===== src/stoc_pkg.sv =====
// Contract
// - Diagnostic view lights one segment per pin
// - Forced outputs driven per pin individually
// - Forcing outputs only while servo-on is off
// - Test refused with absolute position system
// - No test entry while servo-on active
// - Jog only without external motion command
// - Up turns CCW, down turns CW, release stops
// - Test speed default 200, limited to max
// - Accel time default 1000 ms, 0 to 50000
// - Host link loss in jog: ramped stop
// - Mode steps screens, cycles back, ignores up/down
// - Jog ends on next screen plus 2 s set
// - Positioning runs preset distance once per command
// - Forward command CCW, reverse command CW
// - Pause stops, second pause clears, resume continues
// - Host link loss in positioning: abrupt stop
// - Motor-less mode mimics motor from external inputs
// - Motor-less only after servo-on off; power leaves
package stoc_pkg;

  // ****************************************************************
  // Sizes and defaults
  // ****************************************************************
  localparam int unsigned NUM_IN        = 8;
  localparam int unsigned NUM_OUT       = 8;
  localparam int unsigned SPD_W         = 16;
  localparam int unsigned ACC_W         = 16;
  localparam int unsigned DIST_W        = 24;
  localparam int unsigned SCR_W         = 4;
  localparam logic [SPD_W-1:0]  SPEED_DEF = 16'h00C8;   // 200 r/min
  localparam logic [ACC_W-1:0]  ACC_DEF   = 16'h03E8;   // 1000 ms
  localparam logic [ACC_W-1:0]  ACC_MAX   = 16'hC350;   // 50000 ms
  localparam logic [DIST_W-1:0] DIST_DEF  = 24'h002710; // 10000 pulses
  localparam logic [DIST_W-1:0] DIST_MAX  = 24'h98967F; // 9999999 pulses
  localparam logic [SCR_W-1:0]  SCR_LAST  = 4'h7;       // Last status screen

  // ****************************************************************
  // Timing
  // ****************************************************************
  localparam int unsigned CLK_HZ        = 100_000_000;
  localparam int unsigned SET_HOLD_MS   = 2000;
  localparam longint unsigned SET_HOLD_CYC = longint'(SET_HOLD_MS) * CLK_HZ / 1000;
  localparam int unsigned MS_CYC        = CLK_HZ / 1000;
  localparam int unsigned TMR_W         = 32;

  // ****************************************************************
  // Types
  // ****************************************************************
  typedef enum logic [4:0] {
    ST_IDLE  = 5'b00001,
    ST_JOG   = 5'b00010,
    ST_POS   = 5'b00100,
    ST_PAUSE = 5'b01000,
    ST_MLESS = 5'b10000
  } stoc_mode_type;

  typedef enum logic [1:0] {
    SEL_JOG   = 2'h0,
    SEL_POS   = 2'h1,
    SEL_MLESS = 2'h2,
    SEL_FORCE = 2'h3
  } stoc_sel_type;

  typedef struct packed {
    logic forward;   // Start CCW move
    logic reverse;   // Start CW move
    logic pause;     // Pause / clear remaining
    logic jog_ccw;   // Host jog CCW held
    logic jog_cw;    // Host jog CW held
    logic link_ok;   // Cable connected
  } stoc_host_cmd_type;

  typedef struct packed {
    logic up;
    logic down;
    logic mode;
    logic set;
  } stoc_keys_type;

  typedef struct packed {
    logic                run;     // Motion commanded
    logic                ccw;     // Direction, 1 = CCW
    logic                ramp;    // 1 = use accel ramp on stop
    logic [SPD_W-1:0]    speed;   // r/min
    logic [ACC_W-1:0]    acc_ms;  // Ramp time
  } stoc_motion_type;

endpackage : stoc_pkg


===== src/stoc_hold_timer.sv =====
`timescale 1ns/10ps
// ****************************************************************
// Button hold timer: pulses once after a long press
// ****************************************************************
module stoc_hold_timer (
  input  wire logic clock_i,  // System clock
  input  wire logic rst_n_i,  // Sync reset, low
  input  wire logic level_i,  // Button level
  output logic      done_o    // One-cycle pulse at hold time
);
  localparam logic [stoc_pkg::TMR_W-1:0] LIMIT =
    stoc_pkg::TMR_W'(stoc_pkg::SET_HOLD_CYC - 1);

  logic [stoc_pkg::TMR_W-1:0] cnt_q;
  logic                       fired_q;

  // Count while held; fire once per press so a long hold cannot retrigger
  always_ff @(posedge clock_i) begin
    if (!rst_n_i || !level_i) begin
      cnt_q   <= '0;
      fired_q <= 1'b0;
      done_o  <= 1'b0;
    end else if (cnt_q == LIMIT && !fired_q) begin
      fired_q <= 1'b1;
      done_o  <= 1'b1;
    end else begin
      done_o <= 1'b0;
      if (cnt_q != LIMIT) begin
        cnt_q <= cnt_q + 1'b1;
      end
    end
  end
endmodule : stoc_hold_timer


===== src/stoc_test_ctrl.sv =====
`timescale 1ns/10ps
module stoc_test_ctrl (
  input  wire logic                                clock_i,          // 100 MHz
  input  wire logic                                rst_n_i,          // Sync reset
  input  wire logic [stoc_pkg::NUM_IN-1:0]         din_i,            // Input pins
  input  wire logic [stoc_pkg::NUM_OUT-1:0]        dout_i,           // Normal outputs
  input  wire logic                                servo_on_input,   // Servo-on level
  input  wire logic                                forced_stop_input, // 1 = released
  input  wire logic                                abs_system_i,     // 1 = absolute
  input  wire logic                                ext_cmd_i,        // External motion cmd
  input  wire stoc_pkg::stoc_keys_type             keys_i,           // Panel edges/levels
  input  wire stoc_pkg::stoc_sel_type              sel_i,            // Diagnostic choice
  input  wire logic                                sel_go_i,         // Confirm choice pulse
  input  wire logic [stoc_pkg::NUM_OUT-1:0]        force_val_i,      // Forced levels
  input  wire logic                                force_en_i,       // Forcing requested
  input  wire stoc_pkg::stoc_host_cmd_type         host_i,           // Host commands
  input  wire logic                                cfg_we_i,         // Host config write
  input  wire logic [stoc_pkg::SPD_W-1:0]          cfg_speed_i,      // Speed value
  input  wire logic [stoc_pkg::ACC_W-1:0]          cfg_acc_i,        // Ramp value
  input  wire logic [stoc_pkg::DIST_W-1:0]         cfg_dist_i,       // Distance value
  input  wire logic [stoc_pkg::SPD_W-1:0]          speed_max_i,      // Inst. permissible
  input  wire logic                                pulse_i,          // One feedback pulse
  output logic [stoc_pkg::NUM_IN-1:0]              seg_in_o,         // Upper segments
  output logic [stoc_pkg::NUM_OUT-1:0]             seg_out_o,        // Lower segments
  output logic [stoc_pkg::NUM_OUT-1:0]             pin_out_o,        // Output pins
  output stoc_pkg::stoc_motion_type                motion_o,         // Motor command
  output logic                                     motor_less_o,     // Simulated motor
  output logic [stoc_pkg::SCR_W-1:0]               screen_o,         // 0 = ready screen
  output logic [4:0]                               mode_o,           // One-hot mode
  output logic                                     refused_o         // Last request refused
);

  // ****************************************************************
  // Declarations
  // ****************************************************************
  stoc_pkg::stoc_mode_type    mode_q;
  logic [stoc_pkg::SPD_W-1:0] speed_q;
  logic [stoc_pkg::ACC_W-1:0] acc_q;
  logic [stoc_pkg::DIST_W-1:0] dist_q;
  logic [stoc_pkg::DIST_W-1:0] remain_q;
  logic                       dir_ccw_q;
  logic                       forcing_q;
  logic                       set_long;
  logic                       test_ok;
  logic                       move_ok;
  logic                       link_lost;
  logic [stoc_pkg::SPD_W-1:0] spd_lim;

  // Entry allowed only with incremental system and servo off
  assign test_ok   = !abs_system_i && !servo_on_input;
  assign move_ok   = forced_stop_input;
  assign link_lost = !host_i.link_ok;
  assign spd_lim   = (speed_q > speed_max_i) ? speed_max_i : speed_q;

  // ****************************************************************
  // Set-button long press
  // ****************************************************************
  stoc_hold_timer u_hold (
    .clock_i (clock_i),
    .rst_n_i (rst_n_i),
    .level_i (keys_i.set),
    .done_o  (set_long)
  );

  // ****************************************************************
  // I/O display, sampled live
  // ****************************************************************
  genvar gi;
  generate
    for (gi = 0; gi < stoc_pkg::NUM_IN; gi++) begin : g_in
      // One upper segment per input pin
      always_ff @(posedge clock_i) begin
        if (!rst_n_i) begin
          seg_in_o[gi] <= 1'b0;
        end else begin
          seg_in_o[gi] <= din_i[gi];
        end
      end
    end
    for (gi = 0; gi < stoc_pkg::NUM_OUT; gi++) begin : g_out
      // Each output forced independently; lower segment mirrors the pin
      always_ff @(posedge clock_i) begin
        if (!rst_n_i) begin
          pin_out_o[gi] <= 1'b0;
          seg_out_o[gi] <= 1'b0;
        end else if (forcing_q) begin
          pin_out_o[gi] <= force_val_i[gi];
          seg_out_o[gi] <= force_val_i[gi];
        end else begin
          pin_out_o[gi] <= dout_i[gi];
          seg_out_o[gi] <= dout_i[gi];
        end
      end
    end
  endgenerate

  // Forcing drops on the next clock if servo-on rises, protecting brake lines
  always_ff @(posedge clock_i) begin
    if (!rst_n_i) begin
      forcing_q <= 1'b0;
    end else begin
      forcing_q <= force_en_i && !servo_on_input && (mode_q == stoc_pkg::ST_IDLE);
    end
  end

  // ****************************************************************
  // Test condition settings from host
  // ****************************************************************
  // Out-of-range values are clamped rather than dropped
  always_ff @(posedge clock_i) begin
    if (!rst_n_i) begin
      speed_q <= stoc_pkg::SPEED_DEF;
      acc_q   <= stoc_pkg::ACC_DEF;
      dist_q  <= stoc_pkg::DIST_DEF;
    end else if (cfg_we_i && host_i.link_ok) begin
      speed_q <= cfg_speed_i;
      acc_q   <= (cfg_acc_i > stoc_pkg::ACC_MAX) ? stoc_pkg::ACC_MAX : cfg_acc_i;
      dist_q  <= (cfg_dist_i > stoc_pkg::DIST_MAX) ? stoc_pkg::DIST_MAX : cfg_dist_i;
    end
  end

  // ****************************************************************
  // Status screen stepping
  // ****************************************************************
  // Only mode key steps; up/down drive the jog instead
  always_ff @(posedge clock_i) begin
    if (!rst_n_i || mode_q == stoc_pkg::ST_IDLE) begin
      screen_o <= '0;
    end else if (keys_i.mode) begin
      screen_o <= (screen_o == stoc_pkg::SCR_LAST) ? '0 : screen_o + 1'b1;
    end
  end

  // ****************************************************************
  // Test mode machine
  // ****************************************************************
  // Single state register keeps the test modes exclusive
  always_ff @(posedge clock_i) begin
    if (!rst_n_i) begin
      mode_q    <= stoc_pkg::ST_IDLE;
      refused_o <= 1'b0;
    end else begin
      unique case (mode_q)
        stoc_pkg::ST_IDLE: begin
          if (sel_go_i && sel_i != stoc_pkg::SEL_FORCE) begin
            refused_o <= !test_ok;
            if (test_ok) begin
              unique case (sel_i)
                stoc_pkg::SEL_JOG:   mode_q <= stoc_pkg::ST_JOG;
                stoc_pkg::SEL_POS:   mode_q <= stoc_pkg::ST_POS;
                stoc_pkg::SEL_MLESS: mode_q <= stoc_pkg::ST_MLESS;
                default:             mode_q <= stoc_pkg::ST_IDLE;
              endcase
            end
          end
        end
        stoc_pkg::ST_JOG: begin
          // Exit only off the ready screen with a long set press
          if (set_long && screen_o != '0) begin
            mode_q <= stoc_pkg::ST_IDLE;
          end
        end
        stoc_pkg::ST_POS: begin
          if (host_i.pause && remain_q != '0) begin
            mode_q <= stoc_pkg::ST_PAUSE;
          end
        end
        stoc_pkg::ST_PAUSE: begin
          if ((host_i.forward && dir_ccw_q) || (host_i.reverse && !dir_ccw_q)) begin
            mode_q <= stoc_pkg::ST_POS;
          end
        end
        stoc_pkg::ST_MLESS: begin
          mode_q <= stoc_pkg::ST_MLESS;
        end
      endcase
    end
  end

  // ****************************************************************
  // Positioning distance
  // ****************************************************************
  // Second pause clears the rest so a resume starts nothing
  always_ff @(posedge clock_i) begin
    if (!rst_n_i) begin
      remain_q  <= '0;
      dir_ccw_q <= 1'b0;
    end else if (mode_q == stoc_pkg::ST_POS) begin
      if (link_lost) begin
        remain_q <= '0;
      end else if (remain_q == '0 && move_ok && !ext_cmd_i
                   && (host_i.forward || host_i.reverse)) begin
        remain_q  <= dist_q;
        dir_ccw_q <= host_i.forward;
      end else if (pulse_i && remain_q != '0) begin
        remain_q <= remain_q - 1'b1;
      end
    end else if (mode_q == stoc_pkg::ST_PAUSE) begin
      if (host_i.pause || link_lost) begin
        remain_q <= '0;
      end
    end else begin
      remain_q <= '0;
    end
  end

  // ****************************************************************
  // Motion command
  // ****************************************************************
  // Jog stops on key release with the normal ramp
  always_ff @(posedge clock_i) begin
    if (!rst_n_i) begin
      motion_o <= '0;
    end else begin
      motion_o.speed  <= spd_lim;
      motion_o.acc_ms <= acc_q;
      motion_o.ramp   <= 1'b1;
      motion_o.run    <= 1'b0;
      motion_o.ccw    <= motion_o.ccw;
      unique case (mode_q)
        stoc_pkg::ST_JOG: begin
          if (move_ok && !ext_cmd_i) begin
            if (keys_i.up ^ keys_i.down) begin
              motion_o.run <= 1'b1;
              motion_o.ccw <= keys_i.up;
            end else if (host_i.link_ok && (host_i.jog_ccw ^ host_i.jog_cw)) begin
              motion_o.run <= 1'b1;
              motion_o.ccw <= host_i.jog_ccw;
            end
          end
          if (link_lost) begin
            motion_o.ramp <= 1'b1;
          end
        end
        stoc_pkg::ST_POS: begin
          motion_o.run  <= (remain_q != '0) && !link_lost && move_ok;
          motion_o.ccw  <= dir_ccw_q;
          motion_o.ramp <= !link_lost;
        end
        default: begin
          motion_o.run <= 1'b0;
        end
      endcase
    end
  end

  // Motor-less flag and mode mirror
  always_ff @(posedge clock_i) begin
    if (!rst_n_i) begin
      motor_less_o <= 1'b0;
      mode_o       <= stoc_pkg::ST_IDLE;
    end else begin
      motor_less_o <= (mode_q == stoc_pkg::ST_MLESS);
      mode_o       <= mode_q;
    end
  end

endmodule : stoc_test_ctrl


===== config.mk =====
export PLATFORM = sky130hd
export DESIGN_NAME = stoc_test_ctrl
export DESIGN_NICKNAME = d
export VERILOG_FILES = /design/src/stoc_pkg.sv /design/src/stoc_hold_timer.sv /design/src/stoc_test_ctrl.sv
export SDC_FILE = /design/constraint.sdc
export NUM_CORES = 1
export LEC_CHECK = 0
export ABC_CLOCK_PERIOD_IN_PS = 2600
export BUFFER_PORTS_ARGS = -buffer_cell sky130_fd_sc_hd__buf_2
export CAP_MARGIN = 20
export CORE_UTILIZATION = 50
export DETAILED_ROUTE_END_ITERATION = 10
export PLACE_DENSITY_LB_ADDON = 0.12
export SYNTH_ARGS = -nofsm -noshare
export SYNTH_HDL_FRONTEND = slang
export SYNTH_SLANG_ARGS = --single-unit

===== constraint.sdc =====
create_clock -name clock_i -period 2.6 [get_ports clock_i]
set_input_delay 0.52 -clock clock_i [delete_from_list [all_inputs] [get_ports clock_i]]
set_output_delay 0.52 -clock clock_i [all_outputs]
set_load 0.05 [all_outputs]

Word-level counts from Yosys, hierarchy flattened
Cells that the tools add are included.

word-level totals
  flip-flop bits (word level) = 183
  input bits = 118
  logic and storage cells = 138

cells by class
  add/sub/neg operators = 3
  magnitude comparators = 3
  eq/ne operators = 20
  mux-type cells = 31
  bitwise operators = 3
  reductions and logical operators = 43

operator list
  operator               number
  $mux 24                7
  $add 32x1->32 const B  1
  $eq 32x28->1 const B   1
  $mux 16                2
  $ne 32x28->1 const B   1
  $mux 5                 5
  $pmux 5 s5             1
  $gt 24x24->1 const B   1
  $logic_not 24->1       1
  $reduce_bool 24->1     1
  $sub 24x1->24 const B  1
  $logic_and 1x1->1      18
  $gt 16x16->1           1
  $gt 16x16->1 const B   1
  $pmux 5 s3             1
  $ne 2x2->1 const B     6
  $logic_not 1->1        9
  $mux 1                 9
  $mux 2                 3
  $reduce_and 2->1       3
  $reduce_and 3->1       2
  $eq 5x1->1 const B     1
  $eq 5x2->1 const B     1
  $eq 5x3->1 const B     1
  20 further kinds       25

Depth between registers and ports, before layout
Gate-level depths: netlist (run 1).

  depth after elaboration = 7
  mapped depth = 9
  mapped depth without buffers = 8

Modules after synthesis
A second synthesis (run 1) with hierarchy kept.

unflattened totals
  cells, all modules = 931
  area, all modules = 8254.2 um^2

modules (own cells, without submodules)
  module           instances  cells each  area an instance (um^2)
  stoc_test_ctrl   1          749         6673.9
  stoc_hold_timer  1          182         1580.3

Worst setup path before layout (run 1)
No wires, ideal clock.

  path type = input port to flip-flop
  start = input port speed_max_i[1] (netlist name)
  end = register motion_o[21] (netlist name)
  library setup time = 0.072 ns
  arrival time = 2.080 ns
  path slack = 0.449 ns
  stages on the path = 9
  path buffers = 1
  path through = inv_1 -> ha_1 -> nor2b_1 -> o211ai_1 -> a21oi_1 -> o31ai_1 -> a21oi_2 -> buf_2 -> mux2i_1

on the way
  word-level cells in the longest chain between the ends = 2

RTL lines
  item          RTL line              RTL
  from (decl)   stoc_test_ctrl.sv:21  input wire logic [stoc_pkg::SPD_W-1:0] speed_max_i,
  $gt 16x16->1  stoc_test_ctrl.sv:53  assign spd_lim = (speed_q > speed_max_i) ? speed_max_i : speed_q;
  $mux 16       stoc_test_ctrl.sv:53
  to (decl)     stoc_test_ctrl.sv:26  output stoc_pkg::stoc_motion_type motion_o,

Every way passes these cells.
A chain may end at the register's enable or synchronous reset.

Worst setup path after layout (run 1)
  start = register remain_q[0] (netlist name)
  end = register remain_q[17] (netlist name)

on the way
  word-level cells in the longest chain between the ends = 7
  elaborated cells between the ends (all ways) = 13
  classes of those cells = 1 x add/sub; 1 x eq/ne; 4 x mux; 7 x reduce/logical

RTL lines
  item                                                   RTL line               RTL
  from (decl)                                            stoc_test_ctrl.sv:40   logic [stoc_pkg::DIST_W-1:0] remain_q;
  from (signal assigned)                                 stoc_test_ctrl.sv:193  remain_q <= dist_q;
  from (signal assigned)                                 stoc_test_ctrl.sv:196  remain_q <= remain_q - 1'b1;
  branches (longest 7 deep; another with $sub 24x1->24)  -

Several ways; the timed one is not identified. The select of a mux whose other input is x is not followed.

==> impl_metrics.yaml, run 1 <==
global_routing:
  globalRoute.totalOverflow: 0
  wire_length_of_the_first_global_routing_pass_um: 33100
  grt_pass1_vias: 6632
  antenna_found_initial: 1
  grtUsageTotal_pct: 25.1
  largest_net_degree_at_the_start_of_global_routing: 107
sta:
  setup-tns-final_ns: 0
  finalHoldWorstSlack_ns: 0.238
  final_max_slew_viol_count: 0
  max_slew.worst_pin.slew_ns: 0.909
  post-route-min-period_ns: 2.21
  setup_viol: 0
  maxSlewHeadroom_pct: 38.7
  max_freq_mhz: 452
  fin_worst_skew_ns: 0.0118
  layout_setup_ws_ns: 0.385
  rsz_0062_raised_after_global_routing: "no"
  final-hold-violation-count: 0
  timing.final.crit_share_pct: 85.2
pwr:
  finalPower_mw: 7.36
  powerDensity_mw_per_mm2: 726
  power.ir.vdd_worst_v: 0.000493
  p_leak_nw: 4.39
clock_network:
  clock_sinks: 183
  worst_skew_late_latency_ns: 0.44
  cts-root-to-sink-buffers: 2
  cts_repair_resize_count: 0
  cts.hold.buffers_added: 0
  clkTransAtPathRegs_ns: 0.07
  cts_post_setup_buffers_inserted: 0
  cts.htree.levels: 4
  root_buffer: "sky130_fd_sc_hd__clkbuf_16"
  cts_inserted_buffers: 17
  cts_tree: "built"
drt:
  routed-via-count: 7380
  post-route-drc-count: 0
  viasPerCell: 5.46
  route.detailed.wl_per_inst_um: 15.7
  drtPass1Iterations: 5
  ant_nets: 0
  route.final.wire_length_um: 21200
  drt_iter0_drc: 476
run_status:
  outcome: "finished clean"
synth:
  synth-edff-count: 0
  ranking_of_synthesized_cells_by_area: "sky130_fd_sc_hd__dfxtp_1 44%, sky130_fd_sc_hd__nand2_1 6.1%, sky130_fd_sc_hd__nor2_1 3.9%, sky130_fd_sc_hd__mux2i_1 3.3%, sky130_fd_sc_hd__ha_1 3.2%"
  postSynthRegisterBits: 183
  fraction_of_registers_with_async_set_reset_pct: 0
  synth_top_area_share_pct: 44.3
  postSynthCellCount: 935
  number_of_distinct_library_cell_variants_in_the_gate_level_netlist_after_synthesis: 82
  synth_area_per_cell_um2: 8.84
  syn_area_mm2: 0.00827
  synth_top_flop_cell: "sky130_fd_sc_hd__dfxtp_1"
  ys_warn_count: 0
  yosysSeqAreaShare_pct: 44.3
  synth.net_count: 1074
  library_cell_with_the_largest_summed_area_after_synthesis: "sky130_fd_sc_hd__dfxtp_1"
flow_run:
  max_cap_violations: 0
die:
  io_pins: 188
  initial_core_util_pct: 51.7
  fp.dieW_um: 131
  die-height_um: 131
  rows: 46
  fp.coreArea_mm2: 0.0160
  die_area_mm2: 0.0171
placement:
  dp_cells: 1317
  placed_cell_area_mm2: 0.00948
  routabilityCongestion: 0.912
  post_placement_setup_slack_ns: 0.0933
  buffer_ports.inserted: 187
  place_hpwl_um: 15100
final_layout:
  layout-area-overhead-vs-synth_pct: 22.6
  fin_cells: 1352
  finish.instance_area_mm2: 0.0101
  drive_gt1_share_pct: 25.9
  layout.nets: 1259
  postLayoutCoreUtil_pct: 63.3
worst_setup_path:
  critical_path.max_fanout: 7
  cp-endpoint: "remain_q[17]"
  worstReg2RegStart: "remain_q[0]"
  cp_data_arrival_time_ns: 2.55
  crit_path_start: "remain_q[0]"
  worst-r2r-setup-slack_ns: 0.39
  reg2reg_to: "remain_q[17]"
  worst_ep_required_time_ns: 2.94
  cp-end-kind: "flip-flop"
  critical_path_class: "reg2reg"
  worst_setup_path_start_kind: "flip-flop"
  worstRegToRegCells: 8
hold_path:
  worstHoldPathType: "in2reg"
==> cell type report <==
cell class                 instances  area (um2)
timing repair buffer             217        1180
antenna                            3        7.51
multi-input combinational        671        4250
clock inverter                    14         210
fill                            1428        5860
tap                              216         270
sequential                       183        3660
inverter                          30         113
clock buffer                      18         439
==> cell usage after synthesis, drive strengths merged, types with 4 or more instances <==
library cell / n
a221o: 4
or3: 8
a22oi: 5
inv: 29
ha: 21
o21ai: 42
nand3b: 7
a21oi: 49
mux2i: 27
nor4: 15
clkbuf: 28
xor2: 25
nand3: 40
buf: 23
o221a: 11
nor3: 24
a31oi: 15
nand4: 16
o31ai: 10
a31o: 4
nand2: 135
or4: 7
o211ai: 6
dfxtp: 183
and3: 10
nor2: 88
xnor2: 9
and2: 34
==> worst max-delay path: stages (launching register included) <==
cell and delay [ns]:
sky130_fd_sc_hd__dfxtp_1 0.36, sky130_fd_sc_hd__inv_1 0.10, sky130_fd_sc_hd__ha_1 0.15, sky130_fd_sc_hd__nor4b_4 0.27, sky130_fd_sc_hd__and4b_2 0.36, sky130_fd_sc_hd__nand3_1 0.35
sky130_fd_sc_hd__nor2_1 0.24, sky130_fd_sc_hd__a2111oi_2 0.07, sky130_fd_sc_hd__a31o_1 0.21
==> where the power goes <==
| group | internal (mW) | total (mW) | switching (mW) |
|---|---|---|---|
| combinational | 0.502 | 1.45 | 0.944 |
| sequential | 2.96 | 3.06 | 0.105 |
| clock | 1.66 | 2.85 | 1.19 |
==> flip-flops by register name, summed over array words and instances, names as in the netlist <==
signal,flops
motion_o,35
u_hold.cnt_q,32
dist_q,24
remain_q,24
acc_q,16
speed_q,16
pin_out_o,8
seg_in_o,8
mode_o,5
mode_q,5
screen_o,4
dir_ccw_q,1
forcing_q,1
motor_less_o,1
refused_o,1
u_hold.done_o,1
u_hold.fired_q,1
==> layout by cell type (no fill, tap or decap), drive strengths merged, types with 4 or more instances in the layout <==
master,count
buf,217
dfxtp,183
nand2,135
nor2,88
a21oi,49
o21ai,42
nand3,40
inv,35
and2,34
mux2i,27
xor2,25
nor3,24
ha,21
clkbuf,18
nand4,16
a31oi,15
nor4,15
o221a,11
and3,10
o31ai,10
xnor2,9
or3,8
nand3b,7
or4,7
o211ai,6
a22oi,5
a221o,4
bufinv,4
clkinvlp,4
a31o,4
==> how the worst min path moves through the flow <==
stage                               from       endpoint  slack, ns  cells past startpoint
after global routing      servo_on_input      forcing_q       0.23                      2
after floorplan           u_hold.fired_q  u_hold.done_o       0.40                      1
after CTS                 servo_on_input      forcing_q       0.22                      2
final                     servo_on_input      forcing_q       0.24                      2
after global placement    u_hold.fired_q  u_hold.done_o       0.41                      1
after detailed placement  u_hold.fired_q  u_hold.done_o       0.42                      1
==> cells by family after synthesis <==
group | share of synthesized area (%)
buffers and inverters | 4.25
XOR/XNOR | 3.60
adder cells (fa/ha/maj) | 3.30
AND/OR/NAND/NOR | 25.8
multiplexers | 3.54
flip-flops | 44.3
AO/OA/AOI/OAI | 15.2
==> metal layers <==
layer | vias up | wire [um] | track usage (%)
met5 | - | 8 | 0
met4 | 2 | 342 | 8.79
met3 | 28 | 1220 | 5.74
met2 | 236 | 9750 | 39.4
met1 | 3442 | 9900 | 33.7
li1 | 3672 | - | -
No activity file was read; power rests on OpenSTA's default activity.
==> run 2, diff against run 1 <==
--- a/config.mk
+++ b/config.mk
@@ -5,6 +5,7 @@
 export SDC_FILE = /design/constraint.sdc
 export NUM_CORES = 1
 export LEC_CHECK = 0
+export ABC_AREA = 1
 export ABC_CLOCK_PERIOD_IN_PS = 2600
 export BUFFER_PORTS_ARGS = -buffer_cell sky130_fd_sc_hd__buf_2
 export CAP_MARGIN = 20
==> impl_metrics.yaml, run 2 <==
clock_network:
  clkTransAtPathRegs_ns: 0.07
  clock_sinks: 183
  cts-root-to-sink-buffers: 2
  cts.htree.levels: 4
  cts_tree: "built"
  cts_repair_resize_count: 0
  root_buffer: "sky130_fd_sc_hd__clkbuf_16"
  worst_skew_late_latency_ns: 0.43
  cts_post_setup_buffers_inserted: 0
  cts.hold.buffers_added: 0
  cts_inserted_buffers: 17
pwr:
  p_leak_nw: 5.05
  power.ir.vdd_worst_v: 0.000483
  finalPower_mw: 7.26
  powerDensity_mw_per_mm2: 698
flow_run:
  max_cap_violations: 0
synth:
  synth_top_flop_cell: "sky130_fd_sc_hd__dfxtp_1"
  number_of_distinct_library_cell_variants_in_the_gate_level_netlist_after_synthesis: 46
  postSynthCellCount: 1248
  most_common_cell_in_the_synthesized_netlist: "sky130_fd_sc_hd__nor2_1"
  syn_area_mm2: 0.00874
  synth_commonest_cells: "226 x sky130_fd_sc_hd__nor2_1, 215 x sky130_fd_sc_hd__nand2_1, 183 x sky130_fd_sc_hd__dfxtp_1, 140 x sky130_fd_sc_hd__inv_1, 99 x sky130_fd_sc_hd__o21ai_0"
  postSynthRegisterBits: 183
  yosysSeqAreaShare_pct: 41.9
  synth.net_count: 1387
  ranking_of_synthesized_cells_by_area: "sky130_fd_sc_hd__dfxtp_1 42%, sky130_fd_sc_hd__nor2_1 9.7%, sky130_fd_sc_hd__nand2_1 9.2%, sky130_fd_sc_hd__inv_1 6.0%, sky130_fd_sc_hd__o21ai_0 5.7%"
  fraction_of_registers_with_async_set_reset_pct: 0
  synth-edff-count: 0
  ys_warn_count: 0
  library_cell_with_the_largest_summed_area_after_synthesis: "sky130_fd_sc_hd__dfxtp_1"
  synth_area_per_cell_um2: 7.01
  synth_top_area_share_pct: 41.9
sta:
  rsz_0062_raised_after_global_routing: "no"
  setup-tns-final_ns: 0
  layout_setup_ws_ns: 0.352
  final-hold-violation-count: 0
  post-route-min-period_ns: 2.25
  timing.final.crit_share_pct: 86.4
  max_freq_mhz: 445
  max_slew.worst_pin.slew_ns: 0.591
  maxSlewHeadroom_pct: 60.3
  final_max_slew_viol_count: 0
  fin_worst_skew_ns: 0.0100
  setup_viol: 0
die:
  fp.coreArea_mm2: 0.0168
  io_pins: 188
  die-height_um: 134
  fp.dieW_um: 134
  die_area_mm2: 0.0180
  rows: 47
  initial_core_util_pct: 52.0
global_routing:
  antenna_found_initial: 2
  wire_length_of_the_first_global_routing_pass_um: 37700
  globalRoute.totalOverflow: 0
  largest_net_degree_at_the_start_of_global_routing: 53
  grt_pass1_vias: 7729
  grtUsageTotal_pct: 26.3
drt:
  ant_nets: 0
  routed-via-count: 8576
  route.final.wire_length_um: 23400
  post-route-drc-count: 0
  drt_iter0_drc: 485
  drtPass1Iterations: 5
  route.detailed.wl_per_inst_um: 14.1
  viasPerCell: 5.18
worst_setup_path:
  critical_path_class: "reg2reg"
  critical-path-max-stage-delay_ns: 0.32
  critical_path.max_fanout: 21
  worst_setup_path_start_kind: "flip-flop"
  cp_data_arrival_time_ns: 2.61
  critPathBufInv: 3
  worst_ep_required_time_ns: 2.96
  worstPathCellList: "inv_1 > ha_1 > inv_1 > nor2_1 > nand2_1 > nor2_4 > nand4_4 > nand3_4 > nand2_4 > inv_4 > o21ai_0 > nor2_1"
  cp-end-kind: "flip-flop"
  critPathSlowestCell: "sky130_fd_sc_hd__dfxtp_1"
  cpLargestDelayFamily: "simple AND/OR/NAND/NOR gates"
final_layout:
  largest_register_ffs: 35
  postLayoutCoreUtil_pct: 61.8
  fin_cells: 1656
  layout.nets: 1562
  seq_area_mm2: 0.00366
  nFillCells: 1563
  reg.largest.list: "motion_o x35, u_hold.cnt_q x32"
  layout-area-overhead-vs-synth_pct: 18.9
  final_common_cell: "sky130_fd_sc_hd__nor2_1"
  layout_common_cells: "226 x sky130_fd_sc_hd__nor2_1, 214 x sky130_fd_sc_hd__nand2_1, 187 x sky130_fd_sc_hd__buf_2, 183 x sky130_fd_sc_hd__dfxtp_1, 140 x sky130_fd_sc_hd__inv_1"
  multi_input_comb_area_mm2: 0.00430
  largest-register: "motion_o"
  drive_gt1_share_pct: 18.4
  n_antenna_cell: 0
placement:
  buffer_ports.inserted: 187
  dp_cells: 1624
  place_hpwl_um: 17700
  post_placement_setup_slack_ns: 0.349
  routabilityCongestion: 0.913
run_status:
  outcome: "finished clean"
hold_path:
  worstHoldPathType: "in2reg"
run 2: cell count changes after synthesis, sizes merged, moves of 26 or more:
cell | previous run | this run
and2 | 34 | 1
a21oi | 49 | 89
nor2 | 88 | 241
inv | 29 | 143
nand2 | 135 | 219
o21ai | 42 | 106
mux2i | 27 | 1
nand3 | 40 | 83
run 2: path summary, 6_finish.rpt:
check / from / to / slack, ns / cells past startpoint
setup / recovery: remain_q[0] / remain_q[11] / 0.35 / 12
hold / removal: din_i[4] / seg_in_o[4] / 0.28 / 3
setup reg to reg: remain_q[0] / remain_q[11] / 0.35 / 12
hold reg to reg: acc_q[8] / motion_o[8] / 0.42 / 2
run 2: final cells by class:
type                    instances  share of cell area, %
well taps                     220                   2.65
flip-flops and latches        183                   35.2
inverters                     144                   5.22
repair buffers                200                   9.94
clock buffers                  18                   4.22
clock inverters                14                   1.35
multi-input cells             877                   41.4
run 2: worst reg2reg max path, cell delays in order (launching register included):
cell	delay (ns)
sky130_fd_sc_hd__dfxtp_1	0.32
sky130_fd_sc_hd__inv_1	0.09
sky130_fd_sc_hd__ha_1	0.18
sky130_fd_sc_hd__inv_1	0.04
sky130_fd_sc_hd__nor2_1	0.08
sky130_fd_sc_hd__nand2_1	0.10
sky130_fd_sc_hd__nor2_4	0.13
sky130_fd_sc_hd__nand4_4	0.32
sky130_fd_sc_hd__nand3_4	0.27
sky130_fd_sc_hd__nand2_4	0.18
sky130_fd_sc_hd__inv_4	0.22
sky130_fd_sc_hd__o21ai_0	0.11
sky130_fd_sc_hd__nor2_1	0.12
run 2: cells by family (layout without fill, tap and decap cells):
logic type,Yosys count,in the layout,share of synthesized area [%]
AND/OR/NAND/NOR,630,630,32.0
AO/OA/AOI/OAI,204,204,12.0
buffers and inverters,188,376,8.96
flip-flops,183,183,41.9
adder cells (fa/ha/maj),21,21,3.00
XOR/XNOR,21,21,2.10
multiplexers,1,1,0.114
run 2: where the power goes:
part           switching [mW]  leakage, nW  internal [mW]
registers               0.107         1.50           2.98
clock network            1.22        0.283           1.30
logic                    1.13         3.27          0.519
total                    2.46         5.05           4.80
run 2: stage by stage:
step / hold slack [ns] / area, um2
6_report: 0.275 / 10400
5_1_grt: 0.277 / 10400
4_1_cts: 0.266 / 10400
3_5_place_dp: 0.412 / 9820
3_3_place_gp: 0.409 / 9820
2_1_floorplan: 0.400 / 8740
run 2: layer usage:
layer  wire length, um  track usage, %
met1             10800            34.6
met2             10800            43.7
met3              1430            4.69
met4               366            8.11
met5                27               0
==> run 3, diff against run 2 <==
--- a/config.mk
+++ b/config.mk
@@ -6,7 +6,7 @@
 export NUM_CORES = 1
 export LEC_CHECK = 0
 export ABC_AREA = 1
-export ABC_CLOCK_PERIOD_IN_PS = 2600
+export ABC_CLOCK_PERIOD_IN_PS = 2480
 export BUFFER_PORTS_ARGS = -buffer_cell sky130_fd_sc_hd__buf_2
 export CAP_MARGIN = 20
 export CORE_UTILIZATION = 50
==> constraint.sdc (replaced) <==
create_clock -name clock_i -period 2.48 [get_ports clock_i]
set_input_delay 0.496 -clock clock_i [delete_from_list [all_inputs] [get_ports clock_i]]
set_output_delay 0.496 -clock clock_i [all_outputs]
set_load 0.05 [all_outputs]
==> impl_metrics.yaml, run 3 (synthesis gave the netlist of run 2 again) <==
run_status:
  outcome: "finished clean"
drt:
  drt_iter0_drc: 474
  post-route-drc-count: 0
  drtPass1Iterations: 5
  ant_nets: 0
  viasPerCell: 5.13
  route.detailed.wl_per_inst_um: 14.0
  routed-via-count: 8489
  route.final.wire_length_um: 23200
die:
  fp.dieW_um: 134
  die_area_mm2: 0.0180
  io_pins: 188
  initial_core_util_pct: 52.0
  rows: 47
  fp.coreArea_mm2: 0.0168
  die-height_um: 134
worst_setup_path:
  cp_data_arrival_time_ns: 2.32
  critPathBufInv: 3
  critPathSlowestCell: "sky130_fd_sc_hd__dfxtp_1"
  critical_path_class: "reg2reg"
  worst_setup_path_start_kind: "flip-flop"
  worst_ep_required_time_ns: 2.81
  critical_path.max_fanout: 17
  critical-path-max-stage-delay_ns: 0.32
  cpLargestDelayFamily: "simple AND/OR/NAND/NOR gates"
  cp-end-kind: "flip-flop"
  worstPathCellList: "inv_1 > ha_1 > inv_1 > nor2_1 > nand2_1 > nor2_4 > nand3_2 > nand2_2 > nand3_4 > nand2_4 > inv_4 > o21ai_0 > nor2_1"
sta:
  rsz_0062_raised_after_global_routing: "no"
  layout_setup_ws_ns: 0.490
  fin_worst_skew_ns: 0.0117
  final_max_slew_viol_count: 0
  post-route-min-period_ns: 1.99
  setup_viol: 0
  max_freq_mhz: 503
  timing.final.crit_share_pct: 80.2
  final-hold-violation-count: 0
  max_slew.worst_pin.slew_ns: 0.602
  setup-tns-final_ns: 0
  maxSlewHeadroom_pct: 59.7
global_routing:
  grt_pass1_vias: 7742
  largest_net_degree_at_the_start_of_global_routing: 102
  globalRoute.totalOverflow: 0
  wire_length_of_the_first_global_routing_pass_um: 37800
  grtUsageTotal_pct: 26.4
  antenna_found_initial: 3
final_layout:
  fin_cells: 1656
  seq_area_mm2: 0.00366
  multi_input_comb_area_mm2: 0.00430
  layout.nets: 1560
  layout-area-overhead-vs-synth_pct: 19.2
  nFillCells: 1620
  drive_gt1_share_pct: 18.3
  reg.largest.list: "motion_o x35, u_hold.cnt_q x32"
  largest-register: "motion_o"
  largest_register_ffs: 35
  layout_common_cells: "226 x sky130_fd_sc_hd__nor2_1, 214 x sky130_fd_sc_hd__nand2_1, 187 x sky130_fd_sc_hd__buf_2, 183 x sky130_fd_sc_hd__dfxtp_1, 140 x sky130_fd_sc_hd__inv_1"
  final_common_cell: "sky130_fd_sc_hd__nor2_1"
clock_network:
  cts_tree: "built"
  cts.hold.buffers_added: 0
  cts.htree.levels: 4
  clock_sinks: 183
  clkTransAtPathRegs_ns: 0.08
  worst_skew_late_latency_ns: 0.44
  cts_post_setup_buffers_inserted: 0
  root_buffer: "sky130_fd_sc_hd__clkbuf_16"
  cts_repair_resize_count: 0
  cts_inserted_buffers: 17
  cts-root-to-sink-buffers: 2
flow_run:
  max_cap_violations: 0
placement:
  buffer_ports.inserted: 187
  post_placement_setup_slack_ns: 0.326
  place_hpwl_um: 17100
  routabilityCongestion: 0.881
  dp_cells: 1622
pwr:
  finalPower_mw: 7.63
  p_leak_nw: 5.05
  power.ir.vdd_worst_v: 0.000551
  powerDensity_mw_per_mm2: 732
hold_path:
  worstHoldPathType: "in2reg"
[run 3: final timing paths]
| path | slack [ns] | end | from | cells after the start |
|---|---|---|---|---|
| setup / recovery | 0.49 | remain_q[8] | remain_q[0] | 13 |
| hold / removal | 0.24 | seg_in_o[2] | din_i[2] | 3 |
| setup reg to reg | 0.49 | remain_q[8] | remain_q[0] | 13 |
| hold reg to reg | 0.42 | motion_o[9] | acc_q[9] | 2 |
[run 3: metrics by stage]
stage	util, %	instance area, um2	hold WS, ns
6_report	62.0	10400	0.239
5_1_grt	62.0	10400	0.234
4_1_cts	61.9	10400	0.226
3_5_place_dp	58.5	9840	0.414
3_3_place_gp	58.5	9840	0.409
2_1_floorplan	-	8740	0.400
[run 3: area by class of cell]
class,instances,area share (%)
Multi-Input combinational cell,877,41.3
Sequential cell,183,35.2
Timing Repair Buffer,198,10.1
Inverter,144,5.21
Clock buffer,17,4.08
Tap cell,220,2.64
Clock inverter,15,1.48
Antenna cell,2,0.0480
[run 3: tightest hold or removal path, stage by stage]
cell	delay, ns
sky130_fd_sc_hd__buf_2	0.07
sky130_fd_sc_hd__nand2_1	0.04
sky130_fd_sc_hd__inv_1	0.04
[run 3: layer usage]
layer | GRT usage [%] | routed length, um | vias to the layer above
met1 | 35.0 | 10600 | 3797
met2 | 43.4 | 10700 | 269
met3 | 5.48 | 1580 | 18
met5 | 0 | 13 | -
met4 | 7.12 | 240 | 2
li1 | - | - | 4403
[run 3: power breakdown]
part	switching, mW	internal [mW]
Sequential	0.114	3.12
Clock	1.31	1.35
Combinational	1.18	0.554
